## config.mk

```make
export PLATFORM = sky130hd
export DESIGN_NAME = fcd_top
export DESIGN_NICKNAME = d
export VERILOG_FILES = /design/src/common/fcd_pkg.sv /design/src/hw/fcd_top.sv
export VERILOG_INCLUDE_DIRS = /design/src /design/src/common
export SDC_FILE = /design/constraint.sdc
export NUM_CORES = 1
export LEC_CHECK = 0
export BUFFER_PORTS_ARGS = -buffer_cell sky130_fd_sc_hd__buf_2
export CAP_MARGIN = 15
export CORE_MARGIN = 3
export CORE_UTILIZATION = 40
export CTS_CLUSTER_DIAMETER = 120
export CTS_CLUSTER_SIZE = 14
export DETAILED_ROUTE_END_ITERATION = 10
export PLACE_DENSITY_LB_ADDON = 0.3
export SLEW_MARGIN = 30
export SYNTH_ARGS = -nofsm -noshare
export SYNTH_HDL_FRONTEND = slang
export SYNTH_SLANG_ARGS = --single-unit
```

## constraint.sdc

```tcl
create_clock -name clk_sys_i -period 2.4 [get_ports clk_sys_i]
set_input_delay 0 -clock clk_sys_i [delete_from_list [all_inputs] [get_ports clk_sys_i]]
set_output_delay 0 -clock clk_sys_i [all_outputs]
set_load 0.005 [all_outputs]
```

## src/common/fcd_cfg.svh

```systemverilog
// Purpose: Constants for the four-channel transfer controller.
// Assumes: 200 MHz system clock.
// Notes: Values here are fixed by the block's behaviour.
`ifndef FCD_CFG_SVH
`define FCD_CFG_SVH
`define FCD_NUM_CH 4
`define FCD_MARK_PERIOD 8'h80
`define FCD_MODE_VERIFY 2'h0
`define FCD_MODE_WRITE 2'h1
`define FCD_MODE_READ 2'h2
`endif

```

## src/common/fcd_pkg.sv

```systemverilog
// Purpose: Types for the four-channel transfer controller.
// Assumes: Included together with fcd_cfg.svh.
// Notes: Strobes are active low.
package fcd_pkg;
  typedef enum logic [2:0] {
    FCD_IDLE = 3'b000,
    FCD_HOLD = 3'b001,
    FCD_S1 = 3'b010,
    FCD_S2 = 3'b011,
    FCD_S3 = 3'b100,
    FCD_S4 = 3'b101
  } fcd_state_t;
  typedef struct packed {
    logic memory_read_n;
    logic memory_write_n;
    logic io_read_n;
    logic io_write_n;
  } fcd_strobe_t;
endpackage

```

## src/hw/fcd_top.sv

```systemverilog
// Purpose: Four-channel transfer controller core with bus hold handshake.
// Assumes: Channel setup arrives on plain ports from same-clock logic.
// Notes: Pins from outside pass two flip-flops before use.
// Notes on behaviour
// - Four channels, each request and acknowledge.
// - Sequential memory address every transfer cycle.
// - Fixed priority, one acknowledge at once.
// - Single hold request, wait for grant.
// - Per-channel cycle counter decremented per cycle.
// - Terminal count when programmed cycles reached.
// - Block-boundary pulse every 128 cycles.
// - Address enable and upper latch strobe out.
// - Keep bus while request held, until count.
// - Low address on pins, high on data.
// - Read and write modes drive strobe pairs.
// - Verify mode drives no strobes.
`timescale 1ns/1ps
`include "fcd_cfg.svh"
module fcd_top
  import fcd_pkg::*;
(
  input wire logic clk_sys_i,
  input wire logic nrst_i,
  input wire logic [3:0] channel_request_i,
  input wire logic bus_hold_grant_i,
  input wire logic [3:0] cfg_load_i,
  input wire logic [15:0] cfg_addr_i,
  input wire logic [13:0] cfg_count_i,
  input wire logic [1:0] cfg_mode_i,
  output logic [3:0] channel_acknowledge_n_o,
  output logic bus_hold_request_o,
  output logic address_drive_enable_o,
  output logic upper_address_latch_strobe_o,
  output logic terminal_count_o,
  output logic block_mark_o,
  output logic [7:0] addr_low_o,
  output logic addr_low_oe_n_o,
  output logic [7:0] data_o,
  output logic data_oe_n_o,
  output fcd_strobe_t strobe_n_o,
  output logic strobe_oe_n_o
);
  logic [3:0] req_s1_q, req_q;
  logic grant_s1_q, grant_q;
  fcd_state_t state_q;
  logic [1:0] ch_q;
  logic [15:0] addr_q [4];
  logic [13:0] count_q [4];
  logic [1:0] mode_q [4];
  logic [3:0] hit_tc;
  logic [1:0] pick;
  logic any_req;
  logic [15:0] cur_addr;
  logic [3:0] live;
  logic [3:0] done_q;

  always_ff @(posedge clk_sys_i or negedge nrst_i) begin
    if (!nrst_i) begin
      req_s1_q <= 4'h0;
      req_q <= 4'h0;
      grant_s1_q <= 1'b0;
      grant_q <= 1'b0;
    end else begin
      req_s1_q <= channel_request_i;
      req_q <= req_s1_q;
      grant_s1_q <= bus_hold_grant_i;
      grant_q <= grant_s1_q;
    end
  end

  // Fixed priority: channel 0 highest; rotation is left to software setup.
  always_comb begin
    pick = 2'h0;
    live = req_q & ~done_q;
    any_req = |live;
    for (int i = 3; i >= 0; i--) begin
      if (live[i]) begin
        pick = 2'(i);
      end
    end
  end

  assign cur_addr = addr_q[ch_q];

  always_ff @(posedge clk_sys_i or negedge nrst_i) begin
    if (!nrst_i) begin
      state_q <= FCD_IDLE;
      ch_q <= 2'h0;
    end else begin
      unique case (state_q)
        FCD_IDLE: begin
          if (any_req) begin
            state_q <= FCD_HOLD;
          end
        end
        FCD_HOLD: begin
          if (grant_q) begin
            ch_q <= pick;
            state_q <= FCD_S1;
          end
        end
        FCD_S1: state_q <= FCD_S2;
        FCD_S2: state_q <= FCD_S3;
        FCD_S3: state_q <= FCD_S4;
        FCD_S4: begin
          // Bus is kept while the served request holds and count is not reached.
          if (req_q[ch_q] && !(count_q[ch_q] == 14'h0000) && grant_q) begin
            state_q <= FCD_S1;
          end else if (any_req && grant_q) begin
            ch_q <= pick;
            state_q <= FCD_S1;
          end else begin
            state_q <= FCD_IDLE;
          end
        end
        default: state_q <= FCD_IDLE;
      endcase
    end
  end

  // Counters hold cycles-minus-one so zero marks the final cycle.
  generate
    for (genvar c = 0; c < `FCD_NUM_CH; c++) begin : g_ch
      assign hit_tc[c] = (count_q[c] == 14'h0000);
      always_ff @(posedge clk_sys_i or negedge nrst_i) begin
        if (!nrst_i) begin
          addr_q[c] <= 16'h0000;
          count_q[c] <= 14'h0000;
          mode_q[c] <= `FCD_MODE_VERIFY;
        end else if (cfg_load_i[c]) begin
          addr_q[c] <= cfg_addr_i;
          count_q[c] <= cfg_count_i;
          mode_q[c] <= cfg_mode_i;
        end else if (state_q == FCD_S4 && ch_q == 2'(c)) begin
          addr_q[c] <= addr_q[c] + 16'h0001;
          if (!hit_tc[c]) begin
            count_q[c] <= count_q[c] - 14'h0001;
          end
        end
      end
    end
  endgenerate

  // A finished channel stays out of arbitration until it is loaded again.
  // Without this a request held past terminal count would run further cycles at count zero.
  always_ff @(posedge clk_sys_i or negedge nrst_i) begin
    if (!nrst_i) begin
      done_q <= 4'h0;
    end else begin
      for (int c = 0; c < `FCD_NUM_CH; c++) begin
        if (cfg_load_i[c]) begin
          done_q[c] <= 1'b0;
        end else if (state_q == FCD_S2 && ch_q == 2'(c) && hit_tc[c]) begin
          done_q[c] <= 1'b1;
        end
      end
    end
  end

  always_ff @(posedge clk_sys_i or negedge nrst_i) begin
    if (!nrst_i) begin
      bus_hold_request_o <= 1'b0;
      address_drive_enable_o <= 1'b0;
      upper_address_latch_strobe_o <= 1'b0;
      channel_acknowledge_n_o <= 4'hf;
      addr_low_o <= 8'h00;
      addr_low_oe_n_o <= 1'b1;
      data_o <= 8'h00;
      data_oe_n_o <= 1'b1;
    end else begin
      bus_hold_request_o <= (state_q != FCD_IDLE) || any_req;
      address_drive_enable_o <= (state_q != FCD_IDLE && state_q != FCD_HOLD) ||
                                (state_q == FCD_HOLD && grant_q);
      upper_address_latch_strobe_o <= (state_q == FCD_S1);
      if (state_q == FCD_S1) begin
        addr_low_o <= cur_addr[7:0];
        addr_low_oe_n_o <= 1'b0;
        data_o <= cur_addr[15:8];
        data_oe_n_o <= 1'b0;
      end else if (state_q == FCD_S2) begin
        data_oe_n_o <= 1'b1;
      end else if (state_q == FCD_IDLE || state_q == FCD_HOLD) begin
        addr_low_oe_n_o <= 1'b1;
        data_oe_n_o <= 1'b1;
      end
      channel_acknowledge_n_o <= 4'hf;
      if (state_q == FCD_S2 || state_q == FCD_S3) begin
        channel_acknowledge_n_o[ch_q] <= 1'b0;
      end
    end
  end

  always_ff @(posedge clk_sys_i or negedge nrst_i) begin
    if (!nrst_i) begin
      terminal_count_o <= 1'b0;
      block_mark_o <= 1'b0;
    end else begin
      terminal_count_o <= (state_q == FCD_S2) && hit_tc[ch_q];
      // Low seven count bits track the cycle index within a block.
      block_mark_o <= (state_q == FCD_S2) &&
                      (count_q[ch_q][6:0] == 7'h00) && !hit_tc[ch_q];
    end
  end

  always_ff @(posedge clk_sys_i or negedge nrst_i) begin
    if (!nrst_i) begin
      strobe_n_o <= 4'hf;
      strobe_oe_n_o <= 1'b1;
    end else begin
      strobe_n_o <= 4'hf;
      strobe_oe_n_o <= (state_q == FCD_IDLE || state_q == FCD_HOLD);
      if (state_q == FCD_S2 || state_q == FCD_S3) begin
        unique case (mode_q[ch_q])
          `FCD_MODE_READ: begin
            strobe_n_o.memory_read_n <= 1'b0;
            strobe_n_o.io_write_n <= 1'b0;
          end
          `FCD_MODE_WRITE: begin
            strobe_n_o.io_read_n <= 1'b0;
            strobe_n_o.memory_write_n <= 1'b0;
          end
          default: strobe_n_o <= 4'hf;
        endcase
      end
    end
  end
endmodule

```

-- Word-level counts from Yosys, hierarchy flattened
Cells that the tools add are included.
- flip-flop bits (word level): 179
- input bits: 43
- output and inout port bits: 32
- word-level logic and storage cells: 192
- add/subtract/negate cells: 8
- order comparisons: 3
- equal/unequal tests: 20
- muxes and demuxes: 65
- bitwise operators: 4
- reduce and logical (&&, ||, !) cells: 55
- operators by type and width (operator ; number):
    2-to-1 mux 14 bit ; 14
    2-to-1 mux 16 bit ; 10
    logical NOT 14 bit ; 5
    adder 16 x 1 -> 16 bit (second input constant) ; 4
    subtractor 14 x 1 -> 14 bit (second input constant) ; 4
    binary-select mux 16 bit (select 2 bit) ; 1
    binary-select mux 14 bit (select 2 bit) ; 1
    2-to-1 mux 2 bit ; 12
    logical AND 1 bit ; 21
    nonzero test 2 bit ; 10
    case mux 3 bit (6 select lines) ; 1
    2-to-1 mux 1 bit ; 17
    inequality test 2 bit (second input constant) ; 8
    AND reduction 2 bit ; 6
    2-to-1 mux 4 bit ; 2
    NOT 4 bit ; 2
    logical NOT 7 bit ; 1
    equality test 2 bit (second input constant) ; 3
    equality test 3 x 2 -> 1 bit (second input constant) ; 2
    equality test 3 bit (second input constant) ; 2
    2-to-1 mux 3 bit ; 2
    nonzero test 3 bit ; 2
    bitwise AND 4 bit ; 1
    binary-select mux 1 bit (select 2 bit) ; 2
    other kinds (17) ; 22

-- Depth between registers and ports, before layout
- depth in word-level cells: 10
- mapped depth: 8
- mapped depth without buffers: 8

-- Worst setup path after synthesis
OpenSTA, ideal clock, no wires.
- path type: reg2reg
- from: reg count_q[33] (netlist bit)
- to: reg ch_q[0]
- setup time: 0.125 ns
- data arrival time: 2.184 ns
- data required time: 2.275 ns
- setup slack: 0.091 ns
- stages on the path, launching flop included: 7
- path buffers: 0
- clock period less this slack: 2.309 ns
- cell sequence: dfrtp_1 or4_4 or4b_4 a21oi_2 o31a_2 o211ai_2 mux2_4
- word-level cells in the longest chain between the ends: 9
- RTL lines (element ; line ; text):
    from (decl) ; fcd_top.sv:48 ; logic [13:0] count_q [4];
    from (signal, indexed assignment) ; fcd_top.sv:132 ; count_q[c] <= cfg_count_i;
    from (signal, indexed assignment) ; fcd_top.sv:137 ; count_q[c] <= count_q[c] - 14'h0001;
    binary-select mux 14 bit (select 2 bit) ; fcd_top.sv:107 ; if (req_q[ch_q] && !(count_q[ch_q] == 14'h0000) && grant_q) begin
    2-to-1 mux 14 bit (2 in a row) ; - ;
    logical NOT 14 bit ; fcd_top.sv:107 ;
    logical NOT 1 bit ; fcd_top.sv:107 ;
    logical AND 1 bit (2 in a row) ; fcd_top.sv:107 ;
    inequality test 2 bit (no line) ; - ;
    AND reduction 4 bit (no line) ; - ;
    to (signal assigned) ; fcd_top.sv:98 ; ch_q <= pick;
    to (signal assigned) ; fcd_top.sv:110 ; ch_q <= pick;
    to (decl) ; fcd_top.sv:46 ; logic [1:0] ch_q;
No other way between the ends. The select of a mux whose other input is x is not followed.
A chain may end at the register's enable or synchronous reset.

-- Worst setup path in the final report
- from: reg count_q[47] (netlist bit)
- to: reg ch_q[0]
Same word-level chain as after synthesis.

==> run_results.csv <==
group,metric,value,unit
drt,wl_per_cell,17.3,µm
placed_design,gp_congestion,0.833,
drt,drt_iter0_markers,581,
drt,vias,7441,
critical_path,crit_buf_inv,0,
cts,cts_buffer_depth,2,
yosys,synth.top_cell.area_share,0.450,
yosys,ys_seq_area_frac,0.476,
pwr,p_int,6.59,mW
placed_design,io_buffers,74,
sta,worst-slew-pin-transition,0.789,ns
cts,clkLatencyLatePin,0.45,ns
placed_design,hpwl,17.6,mm
critical_path,cp_cell_sequence,"or4_4 -> or4_4 -> a21oi_4 -> o31a_2 -> o211ai_2 -> mux2_4",
yosys,synth_area_leaders,"dfrtp_1, nand2_1, o21ai_0",
layout,area_growth,22.2,%
yosys,async_flop_share,1.00,
yosys,synth_cell_types,61,
critical_path,crit_top_cell,"or4_4",
layout,layout-drive-gt1-share,0.220,
placed_design,place_inst,1347,
critical_path,cp_slowest_cell,"or4_4",
pwr,powerDensity,829,nW/µm²
sta,maxSlewHeadroom,0.474,
critical_path,startpoint_type,"flip-flop",
sta,fin_hold_ws,0.0836,ns
sta,post-route-period-util,0.986,
yosys,synth_area,9340,µm²
global_route,overflow,0,
yosys,synth_cells,952,
die,initial_core_util,0.410,
pwr,p_switching,2.88,mW
critical_path,slowest_delay,0.55,ns
global_route,grt_max_degree,63,
pwr,p_sw_frac,0.304,
hold_path,hold_path_class,"in2reg",
yosys,avgSynthCellArea,9.81,µm²
job,drv_cap,0,
cts,cts_num_sinks,177,
critical_path,endpoint_kind,"flip-flop",
cts,root_buffer,"clkbuf_16",
cts,cts_tree,"built",
die,die_area,25200,µm²
cts,path_clk_slew,0.06,ns
drt,wl,24.5,mm
die,core_area,22800,µm²
pwr,comb_power_share,0.265,
layout,nFillCells,2084,
global_route,antenna_found_initial,0,
yosys,synth_ff_type,"dfrtp_1",
sta,setup_viol,0,
yosys,ys_seq_elements,177,
yosys,netlist.top_cell.by_area,"dfrtp_1",
pwr,p_leak,4.71,nW
yosys,synth_common_cells,"dfrtp_1, nand2_1, o21ai_0",
die,rows,55,
layout,layout.cells.non_filler,1420,
critical_path,critPathKind,"reg2reg",
yosys,synth_warnings,0,
sta,drv_slew,0,
global_route,grt_pass1_wl,39.9,mm
die,ios,75,
critical_path,arrival,2.69,ns
yosys,synth_edf_count,0,
drt,via_per_inst,5.24,
status,status,"finished clean",
sta,skew,0.0138,ns
die,die_x,159,µm
cts,htree_levels,4,
yosys,syn_nets,1003,
pwr,p_seq_frac,0.410,
drt,dr.pass1.iters,7,
global_route,grt_pass1_vias,7457,
drt,drc,0,
pwr,pwr-share-clk,0.325,
layout,nets,1145,
cts,numCtsBuffers,17,
yosys,synth_most_common_cell,"dfrtp_1",
sta,fin_crit,2.37,ns
drt,drt.antenna.violating_nets,0,
critical_path,cp_top_family,"simple AND/OR/NAND/NOR gates",
sta,hold_viol_final,0,
sta,fmax,422,MHz
die,die_h,159,µm
critical_path,required,2.72,ns
layout,num_antenna_cells,0,
critical_path,cp_max_fo,4,
pwr,vdd_drop_max,0.485,mV
global_route,grtUsageTotal,0.198,
==> final timing paths <==
path | end | start | cells after the start | slack (ns)
min in group asynchronous | addr_q[57] | nrst_i | 2 | 0.11
max | ch_q[0] | count_q[47] | 6 | 0.03
max reg2reg | ch_q[0] | count_q[47] | 6 | 0.03
min | done_q[0] | cfg_load_i[0] | 2 | 0.08
min reg2reg | req_q[1] | req_s1_q[1] | 0 | 0.36
max in group asynchronous | count_q[47] | nrst_i | 3 | 1.60
==> final cells by class <==
| type | count | area (µm²) | share of cell area |
|---|---|---|---|
| Tap cell | 313 | 392 | 0.0343 |
| Sequential cell | 177 | 4440 | 0.389 |
| Inverter | 24 | 90.1 | 0.00789 |
| Multi-Input combinational cell | 706 | 4640 | 0.406 |
| Clock inverter | 13 | 208 | 0.0182 |
| Timing Repair Buffer | 168 | 1200 | 0.105 |
| Clock buffer | 19 | 443 | 0.0388 |
==> cell families after synthesis <==
family | count (synthesis) | share of synthesized area
AND/OR/NAND/NOR | 383 | 0.197
buffers and inverters | 69 | 0.0355
adder cells (fa/ha/maj) | 8 | 0.0107
XOR/XNOR | 109 | 0.102
flip-flops | 177 | 0.476
AO/OA/AOI/OAI | 153 | 0.0925
multiplexers | 53 | 0.0863
==> cell usage in the layout (no fill, tap or decap), types with 20 or more instances in the layout <==
cell type	synthesis	routed
buf_2	3	73
buf_4	3	54
dfrtp_1	168	167
dlygate4sd3_1	0	38
inv_1	24	24
mux2_2	26	26
nand2_1	163	163
nand3_1	34	34
nand4_1	20	20
nor2_1	61	61
nor3_1	23	22
o21ai_0	117	117
xnor2_1	57	57
xor2_1	52	52
==> power by group through the flow <==
stage               combinational (mW)  sequential, mW  clock [mW]
finish                            2.51            3.88        3.07
global route                      2.76            3.95        3.23
CTS                               2.50            3.87        3.14
detailed placement                2.43            3.93           0
global placement                  2.40            3.91           0
floorplan                         1.64            3.81           0
==> worst reg2reg max path: stages, from the launching register on <==
cell	delay [ns]
dfrtp_1	0.39
or4_4	0.55
or4_4	0.51
a21oi_4	0.17
o31a_2	0.21
o211ai_2	0.11
mux2_4	0.32
==> through the flow <==
stage                     utilization  TNS [ns]  cell area, µm²  worst slack [ns]  power, mW
final                           0.501         0           11400            0.0325       9.46
after global routing            0.501   -0.0141           11400           -0.0141       9.94
after CTS                       0.498         0           11300         0.0000318       9.51
after detailed placement        0.452    -0.298           10300            -0.122       6.35
after global placement          0.452   -0.0770           10300           -0.0770       6.31
after floorplan                     -         0            9340            0.0908       5.45
==> per-layer routing <==
layer  vias to the layer above  GRT usage  wire, µm
met3                        22     0.0360      1380
met4                         0     0.0489       262
met2                       198      0.298     10800
met5                         -          0         0
li1                       3583          -         -
met1                      3638      0.295     12100
==> what timing repair did <==
action,in CTS,in global routing
gates cloned,0,0
resized for setup,2,7
pin swaps,0,5
hold endpoints to repair,192,0
hold buffers,38,0
setup buffers,0,3
endpoints found under the setup margin,5,17
==> flip-flops by register name (all words and copies together), names as in the netlist, 2 cells and up <==
signal	flops
ch_q	2
data_o	8
req_q	4
req_s1_q	4
done_q	4
strobe_n_o	2
channel_acknowledge_n_o	4
state_q	3
addr_q	64
count_q	56
mode_q	8
addr_low_o	8
(Power assumes the default switching activity.)
